### src/verilog/swdc_regs.svh
/*
 constants of the single wire debug control block.
 assumes a 20 MHz core clock; times given in ns, counts derived.
*/
// Function
// - all commands, answers and data travel on the one debug pin.
// - pin picks the operating mode during reset, serial debug afterwards.
// - special single chip mode leaves reset with debug enabled and active.
// - emulation modes leave reset with debug enabled, not active.
// - emulation modes leave reset with clock source select set.
// - firmware commands are refused unless debug is enabled and active.
// - nine hardware commands, bus accesses taken in free cycles.
// - hardware commands run even when debug is not active.
// - fourteen firmware commands are handed to the firmware table.
// - in wait or stop only hardware reads, writes and ack on/off are served.
// - no low power entry while debug is active.
// - debug clocks stop only when all bus masters are stopped.
// - clock restart soft-resets: instruction, command and ack cleared.
// - secure mode blocks memory access and most debug operations.
// - secure special single chip with failed erase still reaches registers.
// - twelve register bytes then firmware rom fill the debug space.
// - while debug is active, one fixed rom location returns the family code.
// - sync request is answered with a timing pulse.
// - with ack on, each operation except ack off ends with a pin handshake pulse; reads send it before the data.
// - host reaches debug registers only via register read/write commands.
`ifndef SWDC_REGS_SVH
`define SWDC_REGS_SVH
// ----------------------------------------
// timing
// ----------------------------------------
`define SWDC_CLK_NS 50
`define SWDC_SMP_NS 500
`define SWDC_SYNC_MIN_NS 6400
`define SWDC_SYNC_NS 6400
`define SWDC_ACK_NS 200
`define SWDC_BIT_NS 800
`define SWDC_ONE_NS 200
`define SWDC_ZERO_NS 650
`define SWDC_CYC_UP(t) (((t) + `SWDC_CLK_NS - 1) / `SWDC_CLK_NS)
`define SWDC_SMP_CYC 16'(`SWDC_CYC_UP(`SWDC_SMP_NS))
`define SWDC_SYNC_MIN_CYC 16'(`SWDC_CYC_UP(`SWDC_SYNC_MIN_NS))
`define SWDC_SYNC_CYC 16'(`SWDC_CYC_UP(`SWDC_SYNC_NS))
`define SWDC_ACK_CYC 16'(`SWDC_CYC_UP(`SWDC_ACK_NS))
`define SWDC_BIT_CYC 16'(`SWDC_CYC_UP(`SWDC_BIT_NS))
`define SWDC_ONE_CYC 16'(`SWDC_CYC_UP(`SWDC_ONE_NS))
`define SWDC_ZERO_CYC 16'(`SWDC_CYC_UP(`SWDC_ZERO_NS))
// ----------------------------------------
// commands
// ----------------------------------------
`define SWDC_C_ACK_ON 8'hD5
`define SWDC_C_ACK_OFF 8'hD6
`define SWDC_C_BKGND 8'h90
`define SWDC_C_RD_B 8'hE0
`define SWDC_C_WR_B 8'hC0
`define SWDC_C_RD_W 8'hE8
`define SWDC_C_WR_W 8'hC8
`define SWDC_C_RD_DBG 8'hE4
`define SWDC_C_WR_DBG 8'hC4
`define SWDC_FW_GRP 4'h4
`define SWDC_FW_CNT 4'hE
// ----------------------------------------
// debug space offsets, status bits
// ----------------------------------------
`define SWDC_STAT_OFS 8'h01
`define SWDC_REG_TOP 8'h0B
`define SWDC_ID_OFS 8'h0F
`define SWDC_B_EN 7
`define SWDC_B_ACT 6
`define SWDC_B_DEBUG_CLOCK_SOURCE_SELECT 2
`define SWDC_REG_SPACE 16'h0800
`endif

### src/verilog/swdc_pkg.sv
/*
 types of the single wire debug control block.
 assumes nothing beyond the constants header.
*/
package swdc_pkg;
    typedef enum logic [7:0] {
        ST_IDLE = 8'h01,
        ST_BIT = 8'h02,
        ST_EXEC = 8'h04,
        ST_BUS = 8'h08,
        ST_TX = 8'h10,
        ST_ACK = 8'h20,
        ST_SYNC = 8'h40,
        ST_FW = 8'h80
    } swdc_state_t;
    typedef struct packed {
        logic req;
        logic we;
        logic word;
        logic [15:0] addr;
        logic [15:0] wdata;
    } swdc_bus_t;
    typedef struct packed {
        logic req;
        logic [7:0] cmd;
    } swdc_fw_t;
endpackage : swdc_pkg

### src/verilog/swdc_top.sv
/*
 control side of the single wire debug unit: pin receiver, command
 decode, status, low power and secure gating.
 assumes a system bus arbiter that grants in free cycles and firmware
 that runs handed-off commands.
*/
`timescale 1ns/1ns
`default_nettype none
`include "swdc_regs.svh"
module swdc_top #(
    parameter logic [7:0] FAMILY_ID = 8'h5A, // arbitrary value
    parameter bit EMUL_PRESENT = 1'b1
) (
    input wire logic i_clk,
    input wire logic i_rst_n,
    input wire logic i_pin,
    output logic o_pin_out,
    output logic o_pin_oe,
    input wire logic i_sys_reset,
    input wire logic i_emul_strap,
    input wire logic i_cpu_lowpwr,
    input wire logic i_all_stop,
    input wire logic i_secure,
    input wire logic i_erase_fail,
    output swdc_pkg::swdc_bus_t o_bus,
    input wire logic i_bus_ack,
    input wire logic [15:0] i_bus_rdata,
    output swdc_pkg::swdc_fw_t o_fw,
    input wire logic i_fw_done,
    input wire logic i_fw_exit,
    output logic o_lp_inhibit,
    output logic o_dbg_clk_run,
    output logic o_enabled,
    output logic o_active,
    output logic o_debug_clock_source_select
);
    // ----------------------------------------
    // pin synchroniser, mode strap
    // ----------------------------------------
    logic pin_s1, pin_s2, pin_d;
    logic in_rst_d, mode_special, mode_emul, stop_d;
    logic rst_exit, restart, ssc;
    swdc_pkg::swdc_state_t state;
    logic [15:0] timer;
    logic [5:0] nbits;
    logic [39:0] sh;
    logic [7:0] cmd;
    logic [15:0] tx_sh;
    logic [4:0] tx_left;
    logic drive, ack_en, tx_pend;
    logic enabled, active, debug_clock_source_select;

    function automatic logic [5:0] arg_len(input logic [7:0] c);
        unique case (c)
            `SWDC_C_RD_B, `SWDC_C_RD_W, `SWDC_C_RD_DBG: arg_len = 6'd24;
            `SWDC_C_WR_B, `SWDC_C_WR_DBG: arg_len = 6'd32;
            `SWDC_C_WR_W: arg_len = 6'd40;
            default: arg_len = 6'd8;
        endcase
    endfunction : arg_len

    always_ff @(posedge i_clk or negedge i_rst_n) begin
        if (!i_rst_n) begin
            pin_s1 <= 1'b1;
            pin_s2 <= 1'b1;
            pin_d <= 1'b1;
        end else begin
            pin_s1 <= i_pin;
            pin_s2 <= pin_s1;
            pin_d <= pin_s2;
        end
    end

    always_ff @(posedge i_clk or negedge i_rst_n) begin
        if (!i_rst_n) begin
            in_rst_d <= 1'b1;
            mode_special <= 1'b0;
            mode_emul <= 1'b0;
            stop_d <= 1'b0;
        end else begin
            in_rst_d <= i_sys_reset;
            stop_d <= i_all_stop;
            if (i_sys_reset) begin
                mode_special <= ~pin_s2;
                mode_emul <= i_emul_strap & EMUL_PRESENT;
            end
        end
    end

    assign rst_exit = in_rst_d & ~i_sys_reset;
    assign restart = stop_d & ~i_all_stop;
    assign ssc = mode_special & ~mode_emul;

    // ----------------------------------------
    // command decode terms
    // ----------------------------------------
    logic exec, is_fw, is_rd, is_bus, word, bkgnd_ok, fw_ok, bus_ok;
    logic [4:0] dl;
    logic [15:0] addr, wdata;
    assign exec = (state == swdc_pkg::ST_EXEC);
    assign is_fw = (cmd[7:4] == `SWDC_FW_GRP) && (cmd[3:0] < `SWDC_FW_CNT);
    assign word = cmd[3];
    assign dl = word ? 5'd16 : 5'd8;
    assign is_rd = (cmd == `SWDC_C_RD_B) || (cmd == `SWDC_C_RD_W) || (cmd == `SWDC_C_RD_DBG);
    assign is_bus = (cmd == `SWDC_C_RD_B) || (cmd == `SWDC_C_RD_W)
        || (cmd == `SWDC_C_WR_B) || (cmd == `SWDC_C_WR_W);
    assign addr = is_rd ? sh[15:0] : sh[dl +: 16];
    assign wdata = word ? sh[15:0] : {8'h00, sh[7:0]};
    assign bkgnd_ok = enabled & ~i_cpu_lowpwr & ~i_secure;
    assign fw_ok = enabled & active & ~i_cpu_lowpwr & ~i_secure;
    assign bus_ok = ~i_secure | (ssc & i_erase_fail & (addr < `SWDC_REG_SPACE));

    function automatic logic [7:0] dbg_read(input logic [7:0] ofs);
        logic [7:0] r;
        r = 8'h00;
        if (ofs == `SWDC_STAT_OFS) begin
            r[`SWDC_B_EN] = enabled;
            r[`SWDC_B_ACT] = active;
            r[`SWDC_B_DEBUG_CLOCK_SOURCE_SELECT] = debug_clock_source_select;
        end else if (ofs > `SWDC_REG_TOP && active && ofs == `SWDC_ID_OFS) begin
            r = FAMILY_ID;
        end
        dbg_read = r;
    endfunction : dbg_read

    // ----------------------------------------
    // status: enable, active, clock select
    // ----------------------------------------
    always_ff @(posedge i_clk or negedge i_rst_n) begin
        if (!i_rst_n) begin
            enabled <= 1'b0;
            active <= 1'b0;
            debug_clock_source_select <= 1'b0;
        end else if (rst_exit) begin
            enabled <= ssc | mode_emul;
            active <= ssc;
            debug_clock_source_select <= mode_emul;
        end else begin
            if (exec && cmd == `SWDC_C_BKGND && bkgnd_ok)
                active <= 1'b1;
            else if (i_fw_exit)
                active <= 1'b0;
            if (exec && cmd == `SWDC_C_WR_DBG && !i_secure && addr[7:0] == `SWDC_STAT_OFS) begin
                enabled <= wdata[`SWDC_B_EN];
                debug_clock_source_select <= wdata[`SWDC_B_DEBUG_CLOCK_SOURCE_SELECT];
            end
        end
    end

    // ----------------------------------------
    // pin protocol state machine
    // ----------------------------------------
    swdc_pkg::swdc_state_t after_op;
    assign after_op = ack_en ? swdc_pkg::ST_ACK
        : (is_rd ? swdc_pkg::ST_TX : swdc_pkg::ST_IDLE);

    always_ff @(posedge i_clk or negedge i_rst_n) begin
        if (!i_rst_n) begin
            state <= swdc_pkg::ST_IDLE;
            timer <= 16'h0000;
            nbits <= 6'h00;
            sh <= 40'h00_0000_0000;
            cmd <= 8'h00;
            tx_sh <= 16'h0000;
            tx_left <= 5'h00;
            tx_pend <= 1'b0;
            drive <= 1'b0;
            ack_en <= 1'b0;
            o_bus <= '0;
            o_fw <= '0;
        end else if (restart || i_sys_reset) begin
            state <= swdc_pkg::ST_IDLE;
            cmd <= 8'h00;
            nbits <= 6'h00;
            drive <= 1'b0;
            ack_en <= 1'b0;
            o_bus <= '0;
            o_fw <= '0;
        end else if (!i_all_stop) begin
            o_fw.req <= 1'b0;
            unique case (state)
                swdc_pkg::ST_IDLE: begin
                    timer <= 16'h0000;
                    if (pin_d && !pin_s2)
                        state <= swdc_pkg::ST_BIT;
                end
                swdc_pkg::ST_BIT: begin
                    timer <= timer + 16'h0001;
                    if (timer == `SWDC_SMP_CYC) begin
                        sh <= {sh[38:0], pin_s2};
                        nbits <= nbits + 6'h01;
                        if (nbits == 6'd7)
                            cmd <= {sh[6:0], pin_s2};
                    end
                    if (timer > `SWDC_SMP_CYC && pin_s2) begin
                        if (nbits >= 6'd8 && nbits == arg_len(cmd)) begin
                            state <= swdc_pkg::ST_EXEC;
                            nbits <= 6'h00;
                        end else begin
                            state <= swdc_pkg::ST_IDLE;
                        end
                    end else if (timer == `SWDC_SYNC_MIN_CYC) begin
                        state <= swdc_pkg::ST_SYNC;
                        nbits <= 6'h00;
                        timer <= 16'h0000;
                    end
                end
                swdc_pkg::ST_SYNC: begin
                    if (!drive) begin
                        drive <= pin_s2;
                        timer <= 16'h0000;
                    end else begin
                        timer <= timer + 16'h0001;
                        if (timer == `SWDC_SYNC_CYC - 16'h0001) begin
                            drive <= 1'b0;
                            state <= swdc_pkg::ST_IDLE;
                        end
                    end
                end
                swdc_pkg::ST_EXEC: begin
                    timer <= 16'h0000;
                    tx_left <= dl;
                    tx_pend <= is_rd;
                    state <= swdc_pkg::ST_IDLE;
                    if (is_bus && bus_ok) begin
                        o_bus <= {1'b1, ~is_rd, word, addr, wdata};
                        state <= swdc_pkg::ST_BUS;
                    end else if (is_bus) begin
                        tx_sh <= 16'h0000;
                        state <= after_op;
                    end else if (cmd == `SWDC_C_RD_DBG) begin
                        tx_sh <= {dbg_read(addr[7:0]), 8'h00};
                        state <= after_op;
                    end else if (cmd == `SWDC_C_WR_DBG) begin
                        state <= after_op;
                    end else if (cmd == `SWDC_C_ACK_ON) begin
                        ack_en <= 1'b1;
                        state <= swdc_pkg::ST_ACK;
                    end else if (cmd == `SWDC_C_ACK_OFF) begin
                        ack_en <= 1'b0;
                    end else if (cmd == `SWDC_C_BKGND && bkgnd_ok) begin
                        state <= after_op;
                    end else if (is_fw && fw_ok) begin
                        o_fw <= {1'b1, cmd};
                        state <= swdc_pkg::ST_FW;
                    end
                end
                swdc_pkg::ST_BUS: begin
                    if (i_bus_ack) begin
                        o_bus.req <= 1'b0;
                        tx_sh <= word ? i_bus_rdata : {i_bus_rdata[7:0], 8'h00};
                        state <= after_op;
                    end
                end
                swdc_pkg::ST_FW: begin
                    if (i_fw_done)
                        state <= ack_en ? swdc_pkg::ST_ACK : swdc_pkg::ST_IDLE;
                end
                swdc_pkg::ST_ACK: begin
                    timer <= timer + 16'h0001;
                    drive <= (timer < `SWDC_ACK_CYC);
                    if (timer == `SWDC_ACK_CYC) begin
                        timer <= 16'h0000;
                        tx_pend <= 1'b0;
                        state <= tx_pend ? swdc_pkg::ST_TX : swdc_pkg::ST_IDLE;
                    end
                end
                swdc_pkg::ST_TX: begin
                    timer <= timer + 16'h0001;
                    drive <= timer < (tx_sh[15] ? `SWDC_ONE_CYC : `SWDC_ZERO_CYC);
                    if (timer == `SWDC_BIT_CYC - 16'h0001) begin
                        timer <= 16'h0000;
                        tx_sh <= {tx_sh[14:0], 1'b0};
                        tx_left <= tx_left - 5'h01;
                        if (tx_left == 5'h01) begin
                            tx_pend <= 1'b0;
                            state <= swdc_pkg::ST_IDLE;
                        end
                    end
                end
            endcase
        end
    end

    assign o_pin_out = 1'b0;
    assign o_pin_oe = drive;
    assign o_lp_inhibit = active;
    assign o_dbg_clk_run = ~i_all_stop;
    assign o_enabled = enabled;
    assign o_active = active;
    assign o_debug_clock_source_select = debug_clock_source_select;
endmodule : swdc_top
`default_nettype wire

### config.mk
export PLATFORM = sky130hd
export DESIGN_NAME = swdc_top
export DESIGN_NICKNAME = d
export VERILOG_FILES = /design/src/verilog/swdc_pkg.sv /design/src/verilog/swdc_top.sv
export VERILOG_INCLUDE_DIRS = /design/src /design/src/verilog
export SDC_FILE = /design/constraint.sdc
export NUM_CORES = 1
export LEC_CHECK = 0
export ABC_AREA = 1
export BUFFER_PORTS_ARGS = -buffer_cell sky130_fd_sc_hd__buf_2
export CORE_MARGIN = 3
export CORE_UTILIZATION = 65
export DETAILED_ROUTE_END_ITERATION = 10
export PLACE_DENSITY = 0.86
export SLEW_MARGIN = 20
export SYNTH_ARGS = -nofsm -noshare
export SYNTH_HDL_FRONTEND = slang
export SYNTH_SLANG_ARGS = --single-unit
### constraint.sdc
create_clock -name i_clk -period 4 [get_ports i_clk]
set_input_delay 0.2 -clock i_clk [delete_from_list [all_inputs] [get_ports i_clk]]
set_output_delay 0.2 -clock i_clk [all_outputs]
set_load 0.02 [all_outputs]
**Yosys cells after proc, flatten, opt, wreduce, memory -nomap -nowiden**

Cells that the tools add are included.

- Output and inout bits: 51
- Flip-flop bits (word level): 156
- Word-level logic and storage cells: 271
- Bits of input ports: 28

- Equal/unequal tests: 52
- Reductions and logical operators: 52
- Bitwise gates (word level): 20
- Shift operators: 1
- Muxes and demuxes: 109
- $add $sub $neg: 3
- $lt $le $gt $ge: 7

Operators with widths:

| kind | number |
|---|---|
| $mux W16 | 13 |
| $mux W8 | 25 |
| $mux W35 | 3 |
| $mux W9 | 11 |
| $eq A8 B8 Y1 const B | 10 |
| $pmux W16 S5 | 1 |
| $mux W6 | 13 |
| $pmux W8 S8 | 1 |
| $pmux W16 S3 | 1 |
| $shiftx A40 B6 Y16 | 1 |
| $mux W34 | 1 |
| $eq A16 B4 Y1 const B | 2 |
| $mux W1 | 25 |
| $ne A3 B3 Y1 const B | 8 |
| $ne A2 B2 Y1 const B | 11 |
| $mux W5 | 4 |
| $reduce_and A10 Y1 | 2 |
| $pmux W6 S3 | 1 |
| $add A16 B1 Y16 const B | 1 |
| $eq A16 B3 Y1 const B | 1 |
| $eq A16 B7 Y1 const B | 1 |
| $eq A16 B8 Y1 const B | 1 |
| $eq A8 B1 Y1 const B | 2 |
| $eq A8 B4 Y1 const B | 2 |
| other kinds (45) | 103 |

**Longest topological paths before layout**

- Word-level depth: 15
- Depth in mapped cells: 16
- Gate-level depth less buffers: 15

**Least setup slack after synthesis**

OpenSTA, ideal clock, no wires.

- Path kind: register to register
- Start: register cmd[1]
- End: register o_bus[0] in the netlist's numbering
- Stages on the path, launching flop included: 17
- Library setup time: 117 ps
- Clock period less this slack: 1,954 ps
- Slack: 2,046 ps
- Path buffers: 2
- Arrival: 1,837 ps
- Data required time: 3,883 ps
- Cell sequence: dfrtp_1 -> nor2_4 -> nand2_1 -> nand2_2 -> nand2_2 -> buf_6 -> nand2_1 -> nand2_1 -> nor2_1 -> nand3_1 -> nand2_2 -> nand3_4 -> nand2_4 -> nand2_4 -> buf_6 -> nand2_1 -> nand2_1

- Word-level cells in the longest chain between the ends: 10
- Elaborated cells on any way between the ends: 16
- Classes of those cells: 1 x order compare; 5 x eq/ne; 1 x mux; 2 x bitwise; 7 x reduce/logical

Ends and longest elaborated chain:

| what | line | source |
|---|---|---|
| from (decl) | swdc_top.sv:47 | `logic [7:0] cmd;` |
| from (signal assigned) | swdc_top.sv:193 | `cmd <= {sh[6:0], pin_s2};` |
| $eq A8 B8 Y1 | n/a |  |
| $logic_or A1 B1 Y1 | swdc_top.sv:104, swdc_top.sv:105 |  |
| $logic_or A1 B1 Y1 | swdc_top.sv:104 | `` assign is_rd = (cmd == `SWDC_C_RD_B) \|\| (cmd == `SWDC_C_RD_W) \|\| (cmd == `SWDC_C_RD_DBG); `` |
| $mux W16 | swdc_top.sv:107 | `assign addr = is_rd ? sh[15:0] : sh[dl +: 16];` |
| $lt A16 B12 Y1 (no source line) | n/a |  |
| $and A1 B1 Y1 | swdc_top.sv:111 | `` assign bus_ok = ~i_secure \| (ssc & i_erase_fail & (addr < `SWDC_REG_SPACE)); `` |
| $or A1 B1 Y1 | swdc_top.sv:111 |  |
| $logic_and A1 B1 Y1 * | swdc_top.sv:225 | `if (is_bus && bus_ok) begin` |
| $reduce_bool A2 Y1 (no source line) * | n/a |  |
| $reduce_and A3 Y1 (no source line) * | n/a |  |
| to (signal assigned) | swdc_top.sv:226 | `o_bus <= {1'b1, ~is_rd, word, addr, wdata};` |
| to (decl) | swdc_top.sv:25 | `output swdc_pkg::swdc_bus_t o_bus,` |

Mark *: on every way between the ends. The rest lies on a longest branch, timed or not.
A chain may end at the register's enable or synchronous reset.

**Worst setup path in the final report**

- Start: register cmd[4]
- End: register o_bus[6] in the netlist's numbering

The elaborated chain is that of the path after synthesis.

==> results.json <==
{
  "final_common_cell": "nand2_1",
  "max_stage_delay_ns": 0.72,
  "setup-tns-final_ns": 0,
  "synth_cell_types": 45,
  "worstHoldEndpoint": "tx_sh[0]",
  "diodes": 0,
  "clock_latency_ns": 0.43,
  "final_util_pct": 75.2,
  "r2r_cells": 15,
  "path_clk_slew_ns": 0.06,
  "status": "completed",
  "path_depth": 15,
  "leakagePower_nw": 4.96,
  "cts_sinks": 148,
  "synth_enable_flop_cells": 0,
  "routed_wl_mm": 23.5,
  "path_delay_family": "simple AND/OR/NAND/NOR gates",
  "cp.required_ns": 4.36,
  "syn_inst": 1208,
  "synthArstFlopShare_pct": 100,
  "start_util_pct": 67.3,
  "grt_pass1_vias": 7761,
  "end_kind": "flip-flop",
  "grtUsageTotal_pct": 32.8,
  "post_dp_cell_area_sq_um": 9040,
  "multi_input_area_sq_um": 4050,
  "post_cts_buffers": 0,
  "final_cells": 1455,
  "cp_slowest_cell": "nor2_1",
  "die_y_um": 121,
  "max-slew-margin-rel_pct": 37.6,
  "synth_top_area_share_pct": 41.4,
  "r2r-start": "cmd[4]",
  "synth_top_flop_cell": "dfrtp_1",
  "startpoint_type": "flip-flop",
  "r2r_end": "o_bus[6]",
  "syn_to_final_growth_pct": 11.8,
  "seq_area_sq_um": 3710,
  "worstHoldPathType": "in2reg",
  "hp-start": "i_bus_rdata[0]",
  "drt_iter0_drc": 1106,
  "yosys_warnings": 0,
  "synth_top_area_cell": "dfrtp_1",
  "final_area_sq_um": 9650,
  "cts_root_buf": "clkbuf_16",
  "rsz0062_at_grt": "false",
  "dp.cells": 1418,
  "cts_hold_buf": 5,
  "cpMostUsedCell": "nand2_1",
  "htree_levels": 4,
  "grt_max_degree": 102,
  "row_count": 41,
  "drive_gt1_share_pct": 11.4,
  "power_mw": 4.07,
  "dr.pass1.iters": 8,
  "tightest_slew_ns": 0.932,
  "vias": 8477,
  "nets": 1306,
  "finalHoldViolCount": 0,
  "dp_hpwl_mm": 16.1,
  "crit_chain": "inv_1, nand2_1, nor2_2, inv_1, nor2_1, nand2_1, nand2_1, nor2_1, nand3_1, nand2_2, nand3_4, nand2_4, nand2_4, nand2_1, nand2_1",
  "die_area_sq_um": 14700,
  "slew_viol_final": 0,
  "ys_seq_area_share_pct": 43.0,
  "fp.dieW_um": 121,
  "grt_antenna_before_repair": 0,
  "cts_tree": "done",
  "critPathMaxFanout": 35,
  "critPathKind": "reg2reg",
  "skew_ns": 0.00992,
  "cts_buffer_depth": 2,
  "maxCapViolCount": 0,
  "setup_viol": 0,
  "arrival_ns": 3.83,
  "ir_drop_uv": 448,
  "synth-seq-cells": 148,
  "wl_per_cell_um": 16.1,
  "ff2ff_setup_slack_ns": 0.53,
  "io_pins": 79,
  "synth.avg_cell_area_sq_um": 7.15,
  "overflow": 0,
  "drc": 0,
  "vias_per_cell": 5.83,
  "hold_depth": 3,
  "port_buffers": 77,
  "critical_path_buf_inv_count": 2,
  "fin_crit_ns": 3.47,
  "coreArea_sq_um": 12800,
  "numCtsBuffers": 17,
  "globalplace.congestion": 0.951,
  "syn_area_sq_um": 8630,
  "timing.final.crit_share_pct": 86.7,
  "grt_pass1_wl_mm": 38.0,
  "fillers": 1012,
  "synthTopCellsByArea": "dfrtp_1 41%, nand2_1 14%, inv_1 7.1%",
  "ant_nets": 0,
  "cts_resized": 0,
  "p_per_area_nw_per_um2": 422,
  "fmax_mhz": 288,
  "layout_common_cells": "333 x nand2_1, 164 x inv_1, 143 x dfrtp_1",
  "syn_nets": 1244
}
==> layout make-up <==
class | instances | share of cell area, %
inverters | 168 | 6.54
repair buffers | 89 | 5.12
well taps | 172 | 2.23
clock inverters | 11 | 1.08
multi-input cells | 846 | 41.9
flip-flops and latches | 148 | 38.4
clock buffers | 21 | 4.67
==> cells by family (layout without fill, tap and decap cells) <==
family | after synthesis | in the layout | share of synthesized area [%]
simple gates | 634 | 634 | 31.9
buf+inv | 214 | 289 | 10.2
compound gates | 181 | 181 | 11.4
flops | 148 | 148 | 43.0
xor+xnor | 20 | 20 | 2.03
fa+ha+maj | 8 | 8 | 1.16
mux | 2 | 2 | 0.261
other cells | 1 | 1 | 0.0434
==> cell usage after synthesis, drive strengths merged (8+ instances only) <==
library cell,count
ha,8
nand3b,13
o22ai,16
o21ai,112
nor2,114
nand2,341
nand4,12
nand3,122
a21oi,30
nor3,24
inv,168
buf,28
xor2,19
clkbuf,18
dfrtp,143
==> sequential cells by signal, summed over array words and instances (netlist names), 5 cells and up <==
| name | count |
|---|---|
| cmd | 8 |
| nbits | 6 |
| o_bus | 35 |
| o_fw | 9 |
| sh | 32 |
| state | 8 |
| timer | 16 |
| tx_left | 5 |
| tx_sh | 16 |
==> metal layers <==
| layer | vias to the layer above | track usage, % | share of wire, % |
|---|---|---|---|
| met5 | - | 0 | 0 |
| met3 | 65 | 7.27 | 11 |
| met4 | 0 | 10.7 | 2.1 |
| met2 | 528 | 49.2 | 44 |
| met1 | 3891 | 47.8 | 43 |
| li1 | 3993 | - | - |
==> where the power goes <==
group	switching, mW	internal (mW)
clock	0.637	0.873
combinational	0.602	0.239
sequential	0.115	1.60
==> per-stage QoR <==
stage          setup WS (ns)  hold slack [ns]
6_report               0.531           0.0538
3_3_place_gp           0.912            0.308
3_5_place_dp           0.754            0.307
2_1_floorplan           2.05          -0.0956
5_1_grt                0.309           0.0752
4_1_cts                0.733           0.0552
==> worst min-delay path, delay by kind of cell <==
| family | cells | cell delay, ns |
|---|---|---|
| and+or+nand+nor | 1 | 0.05 |
| buffers and inverters | 1 | 0.11 |
| AOI/OAI and AO/OA | 1 | 0.08 |
==> worst max-delay path by stage <==
| stage | from | endpoint | slack, ns |
|---|---|---|---|
| finish | cmd[4] | o_bus[6] | 0.53 |
| floorplan | cmd[1] | o_bus[0] | 2.05 |
| detailed placement | cmd[3] | o_bus[0] | 0.75 |
| global route | cmd[4] | o_bus[6] | 0.31 |
| CTS | cmd[4] | o_bus[0] | 0.73 |
| global placement | cmd[4] | o_bus[31] | 0.91 |
No activity file was read; power rests on OpenSTA's default activity.
